==> src/adcr_regs.svh <==
// register map, field positions and timing figures of the converter register block
`ifndef ADCR_REGS_SVH
`define ADCR_REGS_SVH

// register address width and addresses
`define ADCR_ADDR_W 5
`define ADCR_ADDR_RES_LOW 5'h00
`define ADCR_ADDR_RES_HIGH 5'h01
`define ADCR_ADDR_LIMITS 5'h02
`define ADCR_ADDR_CTRL 5'h03

// data widths
`define ADCR_DATA_W 8
`define ADCR_RES_W 14
`define ADCR_LIM_W 6

// result split between the low and high register
`define ADCR_RES_LOW_TOP 5
`define ADCR_RES_HIGH_BOT 6

// converter control field positions
`define ADCR_CTRL_BIN_BIT 5
`define ADCR_CTRL_RBM_HI 3
`define ADCR_CTRL_RBM_LO 2
`define ADCR_CTRL_CFD_HI 1
`define ADCR_CTRL_CFD_LO 0

// reset values
`define ADCR_CTRL_RESET 8'h00
`define ADCR_BYTE_ZERO 8'h00
`define ADCR_RES_RESET 14'h0000
`define ADCR_LIM_RESET 6'h00

// conversion clock divider
`define ADCR_DIV_CNT_W 3
`define ADCR_DIV_CNT_ZERO 3'h0
`define ADCR_DIV_CNT_ONE 3'h1

// clock rates in hertz
`define ADCR_CONVERTER_INPUT_CLOCK_HZ 10000000
`define ADCR_DIVIDED_CONVERSION_CLOCK_MAX_HZ 2500000

`endif

==> src/adcr_pkg.sv <==
// types shared by the converter register block
package adcr_pkg;
  `include "adcr_regs.svh"

  // one register access from the serial transaction engine
  typedef struct packed {
    logic wr;                          // write strobe, one cycle
    logic sample;                      // read sample strobe, one cycle
    logic [`ADCR_ADDR_W-1:0] addr;     // register address
    logic [`ADCR_DATA_W-1:0] wdata;    // write data
  } adcr_req_t;

  // converter control register contents
  typedef struct packed {
    logic output_format_select;        // output_format_select
    logic [1:0] rbm;  // readback_mode_field
    logic [1:0] cfd;  // clock_divide_field
  } adcr_ctrl_t;
endpackage

==> src/adcr_regs.sv <==
// converter result, limit flag and control registers with the conversion clock divider
`timescale 1ns/1ns
// How it works
// - result registers at 0 and 1, read only
// - low byte: result 5..0, zero, overrange
// - high byte holds result bits 13..6
// - overrange set on limit violation, else clear
// - serial bit order follows the lsb-first select
// - limit flags at address 2, top bits zero
// - flag order: pos in, pos out hi/lo, neg
// - format bit 5: 0 twos complement, 1 binary
// - readback mode field selects automatic return
// - divide field gives divide by 1, 2, 4, 8
// - divided clock feeds converter, at most 2.5 MHz; codes 0 and 1 still give 10 and 5 MHz and only raise the over limit output
// - reset clears every register bit to zero
// - read returns contents at the sample strobe
`include "adcr_regs.svh"
module adcr_regs
  import adcr_pkg::*;
#(
  parameter int CONVERTER_INPUT_CLOCK_HZ = `ADCR_CONVERTER_INPUT_CLOCK_HZ,
  parameter int DIVIDED_CONVERSION_CLOCK_MAX_HZ = `ADCR_DIVIDED_CONVERSION_CLOCK_MAX_HZ
)
(
  // clock and reset
  input wire logic core_clk_i,
  input wire logic nrst_i,
  // register access from the serial engine
  input wire adcr_req_t req_i,
  input wire logic lsb_first_i,
  input wire logic shift_i,
  // converter core
  input wire logic conv_done_i,
  input wire logic [`ADCR_RES_W-1:0] conv_result_i,
  input wire logic [`ADCR_LIM_W-1:0] limit_raw_i,
  // read data and serial bit
  output logic [`ADCR_DATA_W-1:0] rdata_o,
  output logic sdo_o,
  // control outputs
  output logic output_format_select_o,
  output logic [1:0] readback_mode_field_o,
  output logic [1:0] clock_divide_field_o,
  output logic divided_conversion_clock_en_o,
  output logic divided_conversion_clock_over_limit_o
);

  // reverse the bit order of one byte
  function automatic logic [`ADCR_DATA_W-1:0] rev_byte(input logic [`ADCR_DATA_W-1:0] b);
    logic [`ADCR_DATA_W-1:0] r;
    r = `ADCR_BYTE_ZERO;
    for (int i = 0; i < `ADCR_DATA_W; i++)
    begin
      r[i] = b[`ADCR_DATA_W-1-i];
    end
    return r;
  endfunction

  // divisor for a divide code, one bit wider than the divider count
  function automatic logic [`ADCR_DIV_CNT_W:0] div_of(input logic [1:0] code);
    return (`ADCR_DIV_CNT_W+1)'(1) << code;
  endfunction

  // control register state
  adcr_ctrl_t ctrl;
  // stored conversion result, twos complement
  logic [`ADCR_RES_W-1:0] result;
  // overrange_flag of the stored result
  logic overrange_flag;
  // limit comparator synchroniser, first and second stage
  logic [`ADCR_LIM_W-1:0] lim_meta;
  logic [`ADCR_LIM_W-1:0] lim_sync;
  // serial shift register
  logic [`ADCR_DATA_W-1:0] shreg;
  // divider counter
  logic [`ADCR_DIV_CNT_W-1:0] div_cnt;

  // named flag wires, bit 0 to bit 5
  wire pos_input_high_flag = lim_sync[0];
  wire pos_output_high_flag = lim_sync[1];
  wire pos_output_low_flag = lim_sync[2];
  wire neg_input_high_flag = lim_sync[3];
  wire neg_output_high_flag = lim_sync[4];
  wire neg_output_low_flag = lim_sync[5];
  wire [`ADCR_LIM_W-1:0] limit_flags = {neg_output_low_flag, neg_output_high_flag,
    neg_input_high_flag, pos_output_low_flag, pos_output_high_flag, pos_input_high_flag};

  // decode of accesses
  wire ctrl_wr = req_i.wr && (req_i.addr == `ADCR_ADDR_CTRL);
  wire sel_low = req_i.addr == `ADCR_ADDR_RES_LOW;
  wire sel_high = req_i.addr == `ADCR_ADDR_RES_HIGH;
  wire sel_lim = req_i.addr == `ADCR_ADDR_LIMITS;
  wire sel_ctrl = req_i.addr == `ADCR_ADDR_CTRL;

  // result as presented: offset binary in binary mode
  wire [`ADCR_RES_W-1:0] fmt_res = ctrl.output_format_select ?
    {~result[`ADCR_RES_W-1], result[`ADCR_RES_W-2:0]} : result;

  // byte images of each register
  wire [`ADCR_DATA_W-1:0] low_byte = {fmt_res[`ADCR_RES_LOW_TOP:0], 1'b0, overrange_flag};
  wire [`ADCR_DATA_W-1:0] high_byte = fmt_res[`ADCR_RES_W-1:`ADCR_RES_HIGH_BOT];
  wire [`ADCR_DATA_W-1:0] lim_byte = {2'b00, limit_flags};
  wire [`ADCR_DATA_W-1:0] ctrl_byte = {2'b00, ctrl.output_format_select, 1'b0, ctrl.rbm, ctrl.cfd};

  // read multiplexer, unmapped addresses read zero
  wire [`ADCR_DATA_W-1:0] rd_mux = sel_low ? low_byte :
    sel_high ? high_byte :
    sel_lim ? lim_byte :
    sel_ctrl ? ctrl_byte : `ADCR_BYTE_ZERO;

  // byte loaded into the shifter in transmit order
  wire [`ADCR_DATA_W-1:0] tx_byte = lsb_first_i ? rev_byte(rd_mux) : rd_mux;

  // divider wrap point; a greater-or-equal test lets a smaller code that takes effect
  // at once restart the count instead of running on to the old end point
  // divider wrap point
  wire [`ADCR_DIV_CNT_W:0] divisor = div_of(ctrl.cfd);
  wire div_wrap = ({1'b0, div_cnt} + (`ADCR_DIV_CNT_W+1)'(1)) >= divisor;
  wire [`ADCR_DIV_CNT_W-1:0] next_div_cnt = div_wrap ? `ADCR_DIV_CNT_ZERO :
    div_cnt + `ADCR_DIV_CNT_ONE;

  // divided clock rate above the limit for the current code
  wire over_limit = (CONVERTER_INPUT_CLOCK_HZ / int'(divisor)) > DIVIDED_CONVERSION_CLOCK_MAX_HZ;

  // control register; reserved positions are not stored and read zero
  always_ff @(posedge core_clk_i)
  begin
    if (!nrst_i)
      ctrl <= adcr_ctrl_t'(0);
    else if (ctrl_wr)
      ctrl <= {req_i.wdata[`ADCR_CTRL_BIN_BIT],
        req_i.wdata[`ADCR_CTRL_RBM_HI:`ADCR_CTRL_RBM_LO],
        req_i.wdata[`ADCR_CTRL_CFD_HI:`ADCR_CTRL_CFD_LO]};
  end

  // limit comparator synchroniser
  always_ff @(posedge core_clk_i)
  begin
    if (!nrst_i)
    begin
      lim_meta <= `ADCR_LIM_RESET;
      lim_sync <= `ADCR_LIM_RESET;
    end
    else
    begin
      lim_meta <= limit_raw_i;
      lim_sync <= lim_meta;
    end
  end

  // result capture; only the converter updates it, never a write
  always_ff @(posedge core_clk_i)
  begin
    if (!nrst_i)
    begin
      result <= `ADCR_RES_RESET;
      overrange_flag <= 1'b0;
    end
    else if (conv_done_i)
    begin
      result <= conv_result_i;
      overrange_flag <= |lim_sync;
    end
  end

  // read sample and serial shifter
  always_ff @(posedge core_clk_i)
  begin
    if (!nrst_i)
    begin
      rdata_o <= `ADCR_BYTE_ZERO;
      shreg <= `ADCR_BYTE_ZERO;
    end
    else if (req_i.sample)
    begin
      rdata_o <= rd_mux;
      shreg <= tx_byte;
    end
    else if (shift_i)
      shreg <= {shreg[`ADCR_DATA_W-2:0], 1'b0};
  end

  // serial bit is the top of the shifter
  assign sdo_o = shreg[`ADCR_DATA_W-1];

  // conversion clock divider, one enable pulse per divided period
  always_ff @(posedge core_clk_i)
  begin
    if (!nrst_i)
    begin
      div_cnt <= `ADCR_DIV_CNT_ZERO;
      divided_conversion_clock_en_o <= 1'b0;
      divided_conversion_clock_over_limit_o <= 1'b0;
    end
    else
    begin
      div_cnt <= next_div_cnt;
      divided_conversion_clock_en_o <= div_wrap;
      divided_conversion_clock_over_limit_o <= over_limit;
    end
  end

  // control fields straight from the register
  assign output_format_select_o = ctrl.output_format_select;
  assign readback_mode_field_o = ctrl.rbm;
  assign clock_divide_field_o = ctrl.cfd;

  // writes never disturb the stored result
  chk_result_read_only: assert property (@(posedge core_clk_i) disable iff (!nrst_i)
    (req_i.wr && !conv_done_i) |=> $stable(result))
    else $error("result changed by a write");

  // low byte layout at the sample
  chk_low_byte_layout: assert property (@(posedge core_clk_i) disable iff (!nrst_i)
    (req_i.sample && sel_low) |=> (rdata_o[1] == 1'b0) &&
    (rdata_o[0] == $past(overrange_flag)) && (rdata_o[7:2] == $past(fmt_res[5:0])))
    else $error("low result byte layout wrong");

  // high byte layout at the sample
  chk_high_byte_layout: assert property (@(posedge core_clk_i) disable iff (!nrst_i)
    (req_i.sample && sel_high) |=> rdata_o == $past(fmt_res[13:6]))
    else $error("high result byte layout wrong");

  // overrange follows the comparators at capture
  chk_overrange_capture: assert property (@(posedge core_clk_i) disable iff (!nrst_i)
    conv_done_i |=> overrange_flag == (|$past(lim_sync)))
    else $error("overrange flag mismatch");

  // first serial bit follows the bit order
  chk_serial_order: assert property (@(posedge core_clk_i) disable iff (!nrst_i)
    req_i.sample |=> sdo_o == ($past(lsb_first_i) ? rdata_o[0] : rdata_o[7]))
    else $error("first serial bit wrong");

  // limit flag register reads the comparators, top bits zero
  chk_limit_flags: assert property (@(posedge core_clk_i) disable iff (!nrst_i)
    (req_i.sample && sel_lim) |=> rdata_o == {2'b00, $past(lim_sync)})
    else $error("limit flag register wrong");

  // binary mode inverts only the top result bit, seen on the high byte
  chk_binary_format: assert property (@(posedge core_clk_i) disable iff (!nrst_i)
    (req_i.sample && sel_high && output_format_select_o) |=>
    (rdata_o[7] == !$past(result[13])) && (rdata_o[6:0] == $past(result[12:6])))
    else $error("binary format wrong");

  // twos complement mode passes the stored result unchanged
  chk_twos_format: assert property (@(posedge core_clk_i) disable iff (!nrst_i)
    (req_i.sample && sel_high && !output_format_select_o) |=>
    rdata_o == $past(result[13:6]))
    else $error("twos complement format wrong");

  // control register reads back its fields, reserved positions zero
  chk_ctrl_readback: assert property (@(posedge core_clk_i) disable iff (!nrst_i)
    (req_i.sample && sel_ctrl) |=> (rdata_o[7:6] == 2'h0) && (rdata_o[4] == 1'b0) &&
    (rdata_o[5] == $past(output_format_select_o)) &&
    (rdata_o[3:0] == {$past(readback_mode_field_o), $past(clock_divide_field_o)}))
    else $error("control register read back wrong");

  // addresses outside the map read as zero
  chk_unmapped_zero: assert property (@(posedge core_clk_i) disable iff (!nrst_i)
    (req_i.sample && !(sel_low || sel_high || sel_lim || sel_ctrl)) |=> rdata_o == 8'h00)
    else $error("unmapped address read not zero");

  // write to the control register lands in the fields
  chk_ctrl_write: assert property (@(posedge core_clk_i) disable iff (!nrst_i)
    ctrl_wr |=> (readback_mode_field_o == $past(req_i.wdata[3:2])) &&
    (clock_divide_field_o == $past(req_i.wdata[1:0])) &&
    (output_format_select_o == $past(req_i.wdata[5])))
    else $error("control write lost");

  // divide by eight gives seven quiet cycles after a pulse
  // a pulse sampled on the write edge still belongs to the old code, so none starts there
  chk_divide_eight: assert property (@(posedge core_clk_i) disable iff (!nrst_i || ctrl_wr)
    (divided_conversion_clock_en_o && clock_divide_field_o == 2'h3 && !ctrl_wr) |=>
    !divided_conversion_clock_en_o [*7] ##1 divided_conversion_clock_en_o)
    else $error("divide by eight period wrong");

  // divide by one pulses on every cycle
  chk_divide_one: assert property (@(posedge core_clk_i) disable iff (!nrst_i || ctrl_wr)
    (divided_conversion_clock_en_o && clock_divide_field_o == 2'h0 && !ctrl_wr) |=>
    divided_conversion_clock_en_o)
    else $error("divide by one period wrong");

  // divide by two gives one quiet cycle after a pulse
  chk_divide_two: assert property (@(posedge core_clk_i) disable iff (!nrst_i || ctrl_wr)
    (divided_conversion_clock_en_o && clock_divide_field_o == 2'h1 && !ctrl_wr) |=>
    !divided_conversion_clock_en_o ##1 divided_conversion_clock_en_o)
    else $error("divide by two period wrong");

  // divide by four gives three quiet cycles after a pulse
  chk_divide_four: assert property (@(posedge core_clk_i) disable iff (!nrst_i || ctrl_wr)
    (divided_conversion_clock_en_o && clock_divide_field_o == 2'h2 && !ctrl_wr) |=>
    !divided_conversion_clock_en_o [*3] ##1 divided_conversion_clock_en_o)
    else $error("divide by four period wrong");

  // registers are clear right after reset
  chk_reset_clear: assert property (@(posedge core_clk_i) disable iff (!nrst_i)
    $rose(nrst_i) |-> (ctrl == adcr_ctrl_t'(0)) && (result == `ADCR_RES_RESET) &&
    (rdata_o == `ADCR_BYTE_ZERO))
    else $error("register not clear after reset");

  // main scenarios
  cov_binary_read: cover property (@(posedge core_clk_i) disable iff (!nrst_i)
    req_i.sample && sel_high && ctrl.output_format_select);
  cov_lsb_first_read: cover property (@(posedge core_clk_i) disable iff (!nrst_i)
    req_i.sample && lsb_first_i);
  cov_overrange_set: cover property (@(posedge core_clk_i) disable iff (!nrst_i)
    conv_done_i && (|lim_sync));
  cov_divide_eight: cover property (@(posedge core_clk_i) disable iff (!nrst_i)
    divided_conversion_clock_en_o && ctrl.cfd == 2'b11);
  cov_unmapped_read: cover property (@(posedge core_clk_i) disable iff (!nrst_i)
    req_i.sample && !(sel_low || sel_high || sel_lim || sel_ctrl));

endmodule

==> config.mk <==
export PLATFORM = sky130hd
export DESIGN_NAME = adcr_regs
export DESIGN_NICKNAME = d
export VERILOG_FILES = /design/src/adcr_pkg.sv /design/src/adcr_regs.sv
export VERILOG_INCLUDE_DIRS = /design/src
export SDC_FILE = /design/constraint.sdc
export NUM_CORES = 1
export LEC_CHECK = 0
export BUFFER_PORTS_ARGS = -buffer_cell sky130_fd_sc_hd__buf_4
export CORE_ASPECT_RATIO = 0.8
export CORE_MARGIN = 2
export CORE_UTILIZATION = 25
export DETAILED_ROUTE_END_ITERATION = 6
export SYNTH_ARGS = -nofsm -noshare
export SYNTH_HDL_FRONTEND = slang
export SYNTH_SLANG_ARGS = --single-unit
==> constraint.sdc <==
create_clock -name core_clk_i -period 1.8 [get_ports core_clk_i]
set_input_delay 0 -clock core_clk_i [delete_from_list [all_inputs] [get_ports core_clk_i]]
set_output_delay 0 -clock core_clk_i [all_outputs]
set_load 0.005 [all_outputs]
-- Word level (Yosys, flattened, before mapping)
Cells that the tools add are included.
- flip-flop bits (word level): 53
- input port bits: 40
- output and inout bits: 16
- logic and storage cells: 36
- add/sub/neg operators: 2
- divide/modulo/power cells: 1
- order comparisons: 2
- eq/ne operators: 3
- shifts and indexed selects: 1
- multiplexer cells: 8
- bitwise logic cells: 2
- reduce and logical (&&, ||, !) cells: 5
- operator list (kind ; count):
    8-bit 2-to-1 mux ; 5
    25-bit by 5-bit divider with 32-bit output (first input constant) ; 1
    32-bit by 23-bit greater-than comparator with 1-bit output (second input constant) ; 1
    14-bit 2-to-1 mux ; 1
    6-bit 2-to-1 mux ; 2
    5-bit by 2-bit == test with 1-bit output (second input constant) ; 2
    6-bit OR reduction ; 1
    5-bit by 1-bit == test with 1-bit output (second input constant) ; 1
    5-bit logical NOT ; 1
    3-bit by 1-bit adder with 4-bit output (second input constant) ; 1
    4-bit >= comparator ; 1
    1-bit by 2-bit left shift with 4-bit output (first input constant) ; 1
    3-bit by 1-bit adder with 3-bit output (second input constant) ; 1
    1-bit inverter ; 2
    2-bit nonzero test ; 1
    2-bit OR reduction ; 1
    1-bit logical AND ; 1

-- Logic depth before layout (Yosys ltp)
- word-level depth: 7
- depth in mapped cells: 6
- gate-level depth less buffers: 6

-- Worst setup path before layout
OpenSTA, ideal clock, no wires.
- kind: register to register
- start: register div_cnt[0]
- end: register div_cnt[2]
- library setup time: 0.124 ns
- data arrival time: 1.270 ns
- data required time: 1.676 ns
- setup slack: 0.405 ns
- cell stages (with the launch flop): 7
- path buffers: 0
- clock period less this slack: 1.395 ns
- cells stage by stage: dfxtp_1 > ha_1 > xor2_1 > ha_1 > nand2_1 > o211ai_1 > nor2b_1
- cells in the longest elaborated chain, start to end: 3
- elaborated cells on any way between the ends: 4
- those cells by class: 2 x add/sub; 1 x order compare; 1 x reduce/logical
- ends and longest elaborated chain (what ; RTL line ; text):
    start, declared ; adcr_regs.sv:75 ; logic [`ADCR_DIV_CNT_W-1:0] div_cnt;
    start signal, assigned ; adcr_regs.sv:190 ; div_cnt <= `ADCR_DIV_CNT_ZERO;
    start signal, assigned ; adcr_regs.sv:196 ; div_cnt <= next_div_cnt;
    3-bit by 1-bit adder with 4-bit output ; adcr_regs.sv:117 ; wire div_wrap = ({1'b0, div_cnt} + (`ADCR_DIV_CNT_W+1)'(1)) >= divisor;
    4-bit >= comparator ; adcr_regs.sv:117 ;
    2-bit OR reduction (no source line) ; - ;
Parallel ways exist; a longest one is shown, timed or not.
A chain may end at the register's enable or synchronous reset.

-- Final worst setup path
Ends and elaborated chain as after synthesis.

==> flow_metrics.env <==
export IMPL_status="completed"
export IMPL_yosysWarnings=0
export IMPL_p_per_area_mw_per_mm2=809
export IMPL_globalRouteOverflowTotal=0
export IMPL_fin_skew_ns=0.00630
export IMPL_io_pins=56
export IMPL_ys_seq_area_share_pct=45.8
export IMPL_slew_headroom_pct=65.6
export IMPL_layout_commonest_cell="buf_4"
export IMPL_timing_rr_start="div_cnt[0]$_SDFF_PP0_"
export IMPL_ys_types=37
export IMPL_rsz0062_at_grt="no"
export IMPL_grt_max_degree=49
export IMPL_leakage_nw=1.33
export IMPL_vias_per_cell=4.40
export IMPL_worst_pin_slew_ns=0.515
export IMPL_diodes=0
export IMPL_chipHeight_um=90.1
export IMPL_drv_slew=0
export IMPL_placeableCoreArea_mm2=0.00904
export IMPL_clk_pin_slew_ns=0.07
export IMPL_fmax_mhz=668
export IMPL_crit_type="register to register"
export IMPL_required_ns=1.97
export IMPL_die_w_um=112
export IMPL_synthToLayoutAreaGrowth_pct=39.0
export IMPL_wl_per_cell_um=13.1
export IMPL_ir_worst_vdd_mv=0.457
export IMPL_grt_pass1_vias=1835
export IMPL_nets=338
export IMPL_fin_util_pct=35.6
export IMPL_hold_viol_final=0
export IMPL_cts_max_path_buffers=2
export IMPL_finalSetupTns_ns=0
export IMPL_io_buffers=52
export IMPL_ys_seq_elements=53
export IMPL_drive_gt1_share_pct=26.5
export IMPL_detailed_place_hpwl_um=3810
export IMPL_path_max_fanout=4
export IMPL_layout_common_cells="54 x buf_4, 53 x dfxtp_1, 25 x mux2i_1, 25 x nor2b_1, 25 x dlygate4sd3_1"
export IMPL_rows=31
export IMPL_setup_viol=0
export IMPL_hold_start="lsb_first_i"
export IMPL_clock_sinks=53
export IMPL_post_cts_buffers=0
export IMPL_critPathArrivalTime_ns=1.67
export IMPL_end_kind="register"
export IMPL_hold_class="primary input to register"
export IMPL_clk_latency_ns=0.29
export IMPL_place_congestion=0.842
export IMPL_antenna_found_initial=0
export IMPL_cts_root_buf="clkbuf_16"
export IMPL_routed_wl_um=5380
export IMPL_avgSynthCellArea_um2=10.5
export IMPL_fin_total_pwr_mw=2.60
export IMPL_synth_cell_area_mm2=0.00232
export IMPL_start_util_pct=25.6
export IMPL_post_route_period_util_pct=83.2
export IMPL_fill_cells=916
export IMPL_vias=1798
export IMPL_start_kind="register"
export IMPL_groute_usage_overall_pct=11.2
export IMPL_fin_crit_ns=1.50
export IMPL_startpoint="div_cnt[0]$_SDFF_PP0_"
export IMPL_syn_nets=266
export IMPL_grt_pass1_wl_um=9050
export IMPL_drtIter0Drc=74
export IMPL_ctsHtreeMaxLevel=2
export IMPL_syn_inst=221
export IMPL_maxCapViolations=0
export IMPL_cts_tree="built"
export IMPL_drt_first_pass_iters=4
export IMPL_hold_ws_ns=0.0284
export IMPL_drc=0
export IMPL_numCtsBuffers=5
export IMPL_die_area_mm2=0.0101
export IMPL_drtAntennaViolNets=0
-- final timing paths --
kind	slack, ns	end	cells past startpoint
worst min-delay path	0.03	shreg[7]$_SDFFE_PN0P_	4
worst min register to register	0.44	lim_sync[4]$_SDFF_PN0_	1
worst max register to register	0.30	div_cnt[2]$_SDFF_PP0_	6
worst max-delay path	0.30	div_cnt[2]$_SDFF_PP0_	6
-- where the power goes --
group          total [mW]  internal [mW]  switching [mW]
Clock                1.11          0.666           0.440
Combinational       0.271          0.160           0.111
Sequential           1.23           1.21          0.0175
Total                2.60           2.04           0.568
-- synth_stat cells --
library cell | count | area, um^2
dfxtp_1 | 53 | 1060
mux2i_1 | 25 | 250
nor2b_1 | 25 | 156
and2_1 | 13 | 81.3
nand2_1 | 12 | 45.0
nor2_1 | 9 | 33.8
clkbuf_1 | 8 | 30.0
mux2_2 | 8 | 90.1
a22oi_1 | 7 | 52.6
nand2b_1 | 7 | 43.8
nand3_1 | 6 | 30.0
o21ai_0 | 6 | 30.0
ha_1 | 5 | 62.6
a21boi_0 | 4 | 30.0
buf_2 | 4 | 20.0
mux4_2 | 4 | 90.1
a21oi_1 | 2 | 10.0
and3_1 | 2 | 12.5
nand3b_1 | 2 | 15.0
nor4_1 | 2 | 12.5
a2111oi_4 | 1 | 27.5
a221o_1 | 1 | 10.0
a22o_1 | 1 | 8.76
a31oi_1 | 1 | 6.26
and3b_1 | 1 | 8.76
and4bb_2 | 1 | 12.5
buf_4 | 1 | 7.51
buf_6 | 1 | 11.3
inv_1 | 1 | 3.75
nor2_4 | 1 | 11.3
nor3_1 | 1 | 5.00
nor3_2 | 1 | 10.0
o211ai_1 | 1 | 7.51
o21ai_1 | 1 | 5.00
or3_1 | 1 | 6.26
xnor2_1 | 1 | 8.76
xor2_1 | 1 | 8.76
-- cell type report --
class | instances | area, um^2 | share of cell area, %
multi-input cells | 153 | 1180 | 36.7
clock inverters | 3 | 47.5 | 1.48
clock buffers | 5 | 125 | 3.89
flip-flops and latches | 53 | 1060 | 33.0
well taps | 115 | 144 | 4.47
repair buffers | 79 | 656 | 20.4
inverters | 1 | 3.75 | 0.117
-- metrics by stage --
stage	cell area (um^2)	cells	setup slack (ns)
after floorplan	2320	221	0.405
after CTS	3220	409	0.286
after global placement	2800	376	0.334
final	3220	409	0.303
after global routing	3220	409	0.130
after detailed placement	2800	376	0.294
-- critical path, stage by stage, from the launching register on --
cell	delay, ns
dfxtp_1	0.34
ha_1	0.21
xor2_1	0.17
ha_1	0.28
nand2_1	0.06
o211ai_1	0.25
nor2b_1	0.07
-- routing by layer --
| metal | vias up | routed length [um] | track usage, % |
|---|---|---|---|
| met5 | - | 0 | 0 |
| met3 | 6 | 309 | 2.97 |
| met1 | 820 | 2630 | 15.5 |
| met4 | 0 | 66 | 3.19 |
| met2 | 64 | 2370 | 17.3 |
| li1 | 908 | - | - |
-- cells by family (layout without fill, tap and decap cells) --
group,after synthesis,in the layout,share of synthesized area (%)
AO/OA/AOI/OAI,25,25,8.10
XOR/XNOR,2,2,0.756
multiplexers,37,37,18.6
buffers and inverters,15,88,3.13
AND/OR/NAND/NOR,84,84,20.9
flip-flops,53,53,45.8
adder cells (fa/ha/maj),5,5,2.70
-- registers in the layout, summed over array words and instances (netlist names), 2 cells and up --
| name | flops |
|---|---|
| lim_meta | 6 |
| shreg | 8 |
| result | 14 |
| rdata_o | 8 |
| readback_mode_field_o | 2 |
| clock_divide_field_o | 2 |
| lim_sync | 6 |
| div_cnt | 3 |
-- what timing repair did --
| item | in CTS | in global routing |
|---|---|---|
| resized for setup | 0 | 0 |
| endpoints found under the hold margin | 25 | 0 |
| hold buffers | 25 | 0 |
(Power assumes the default switching activity.)
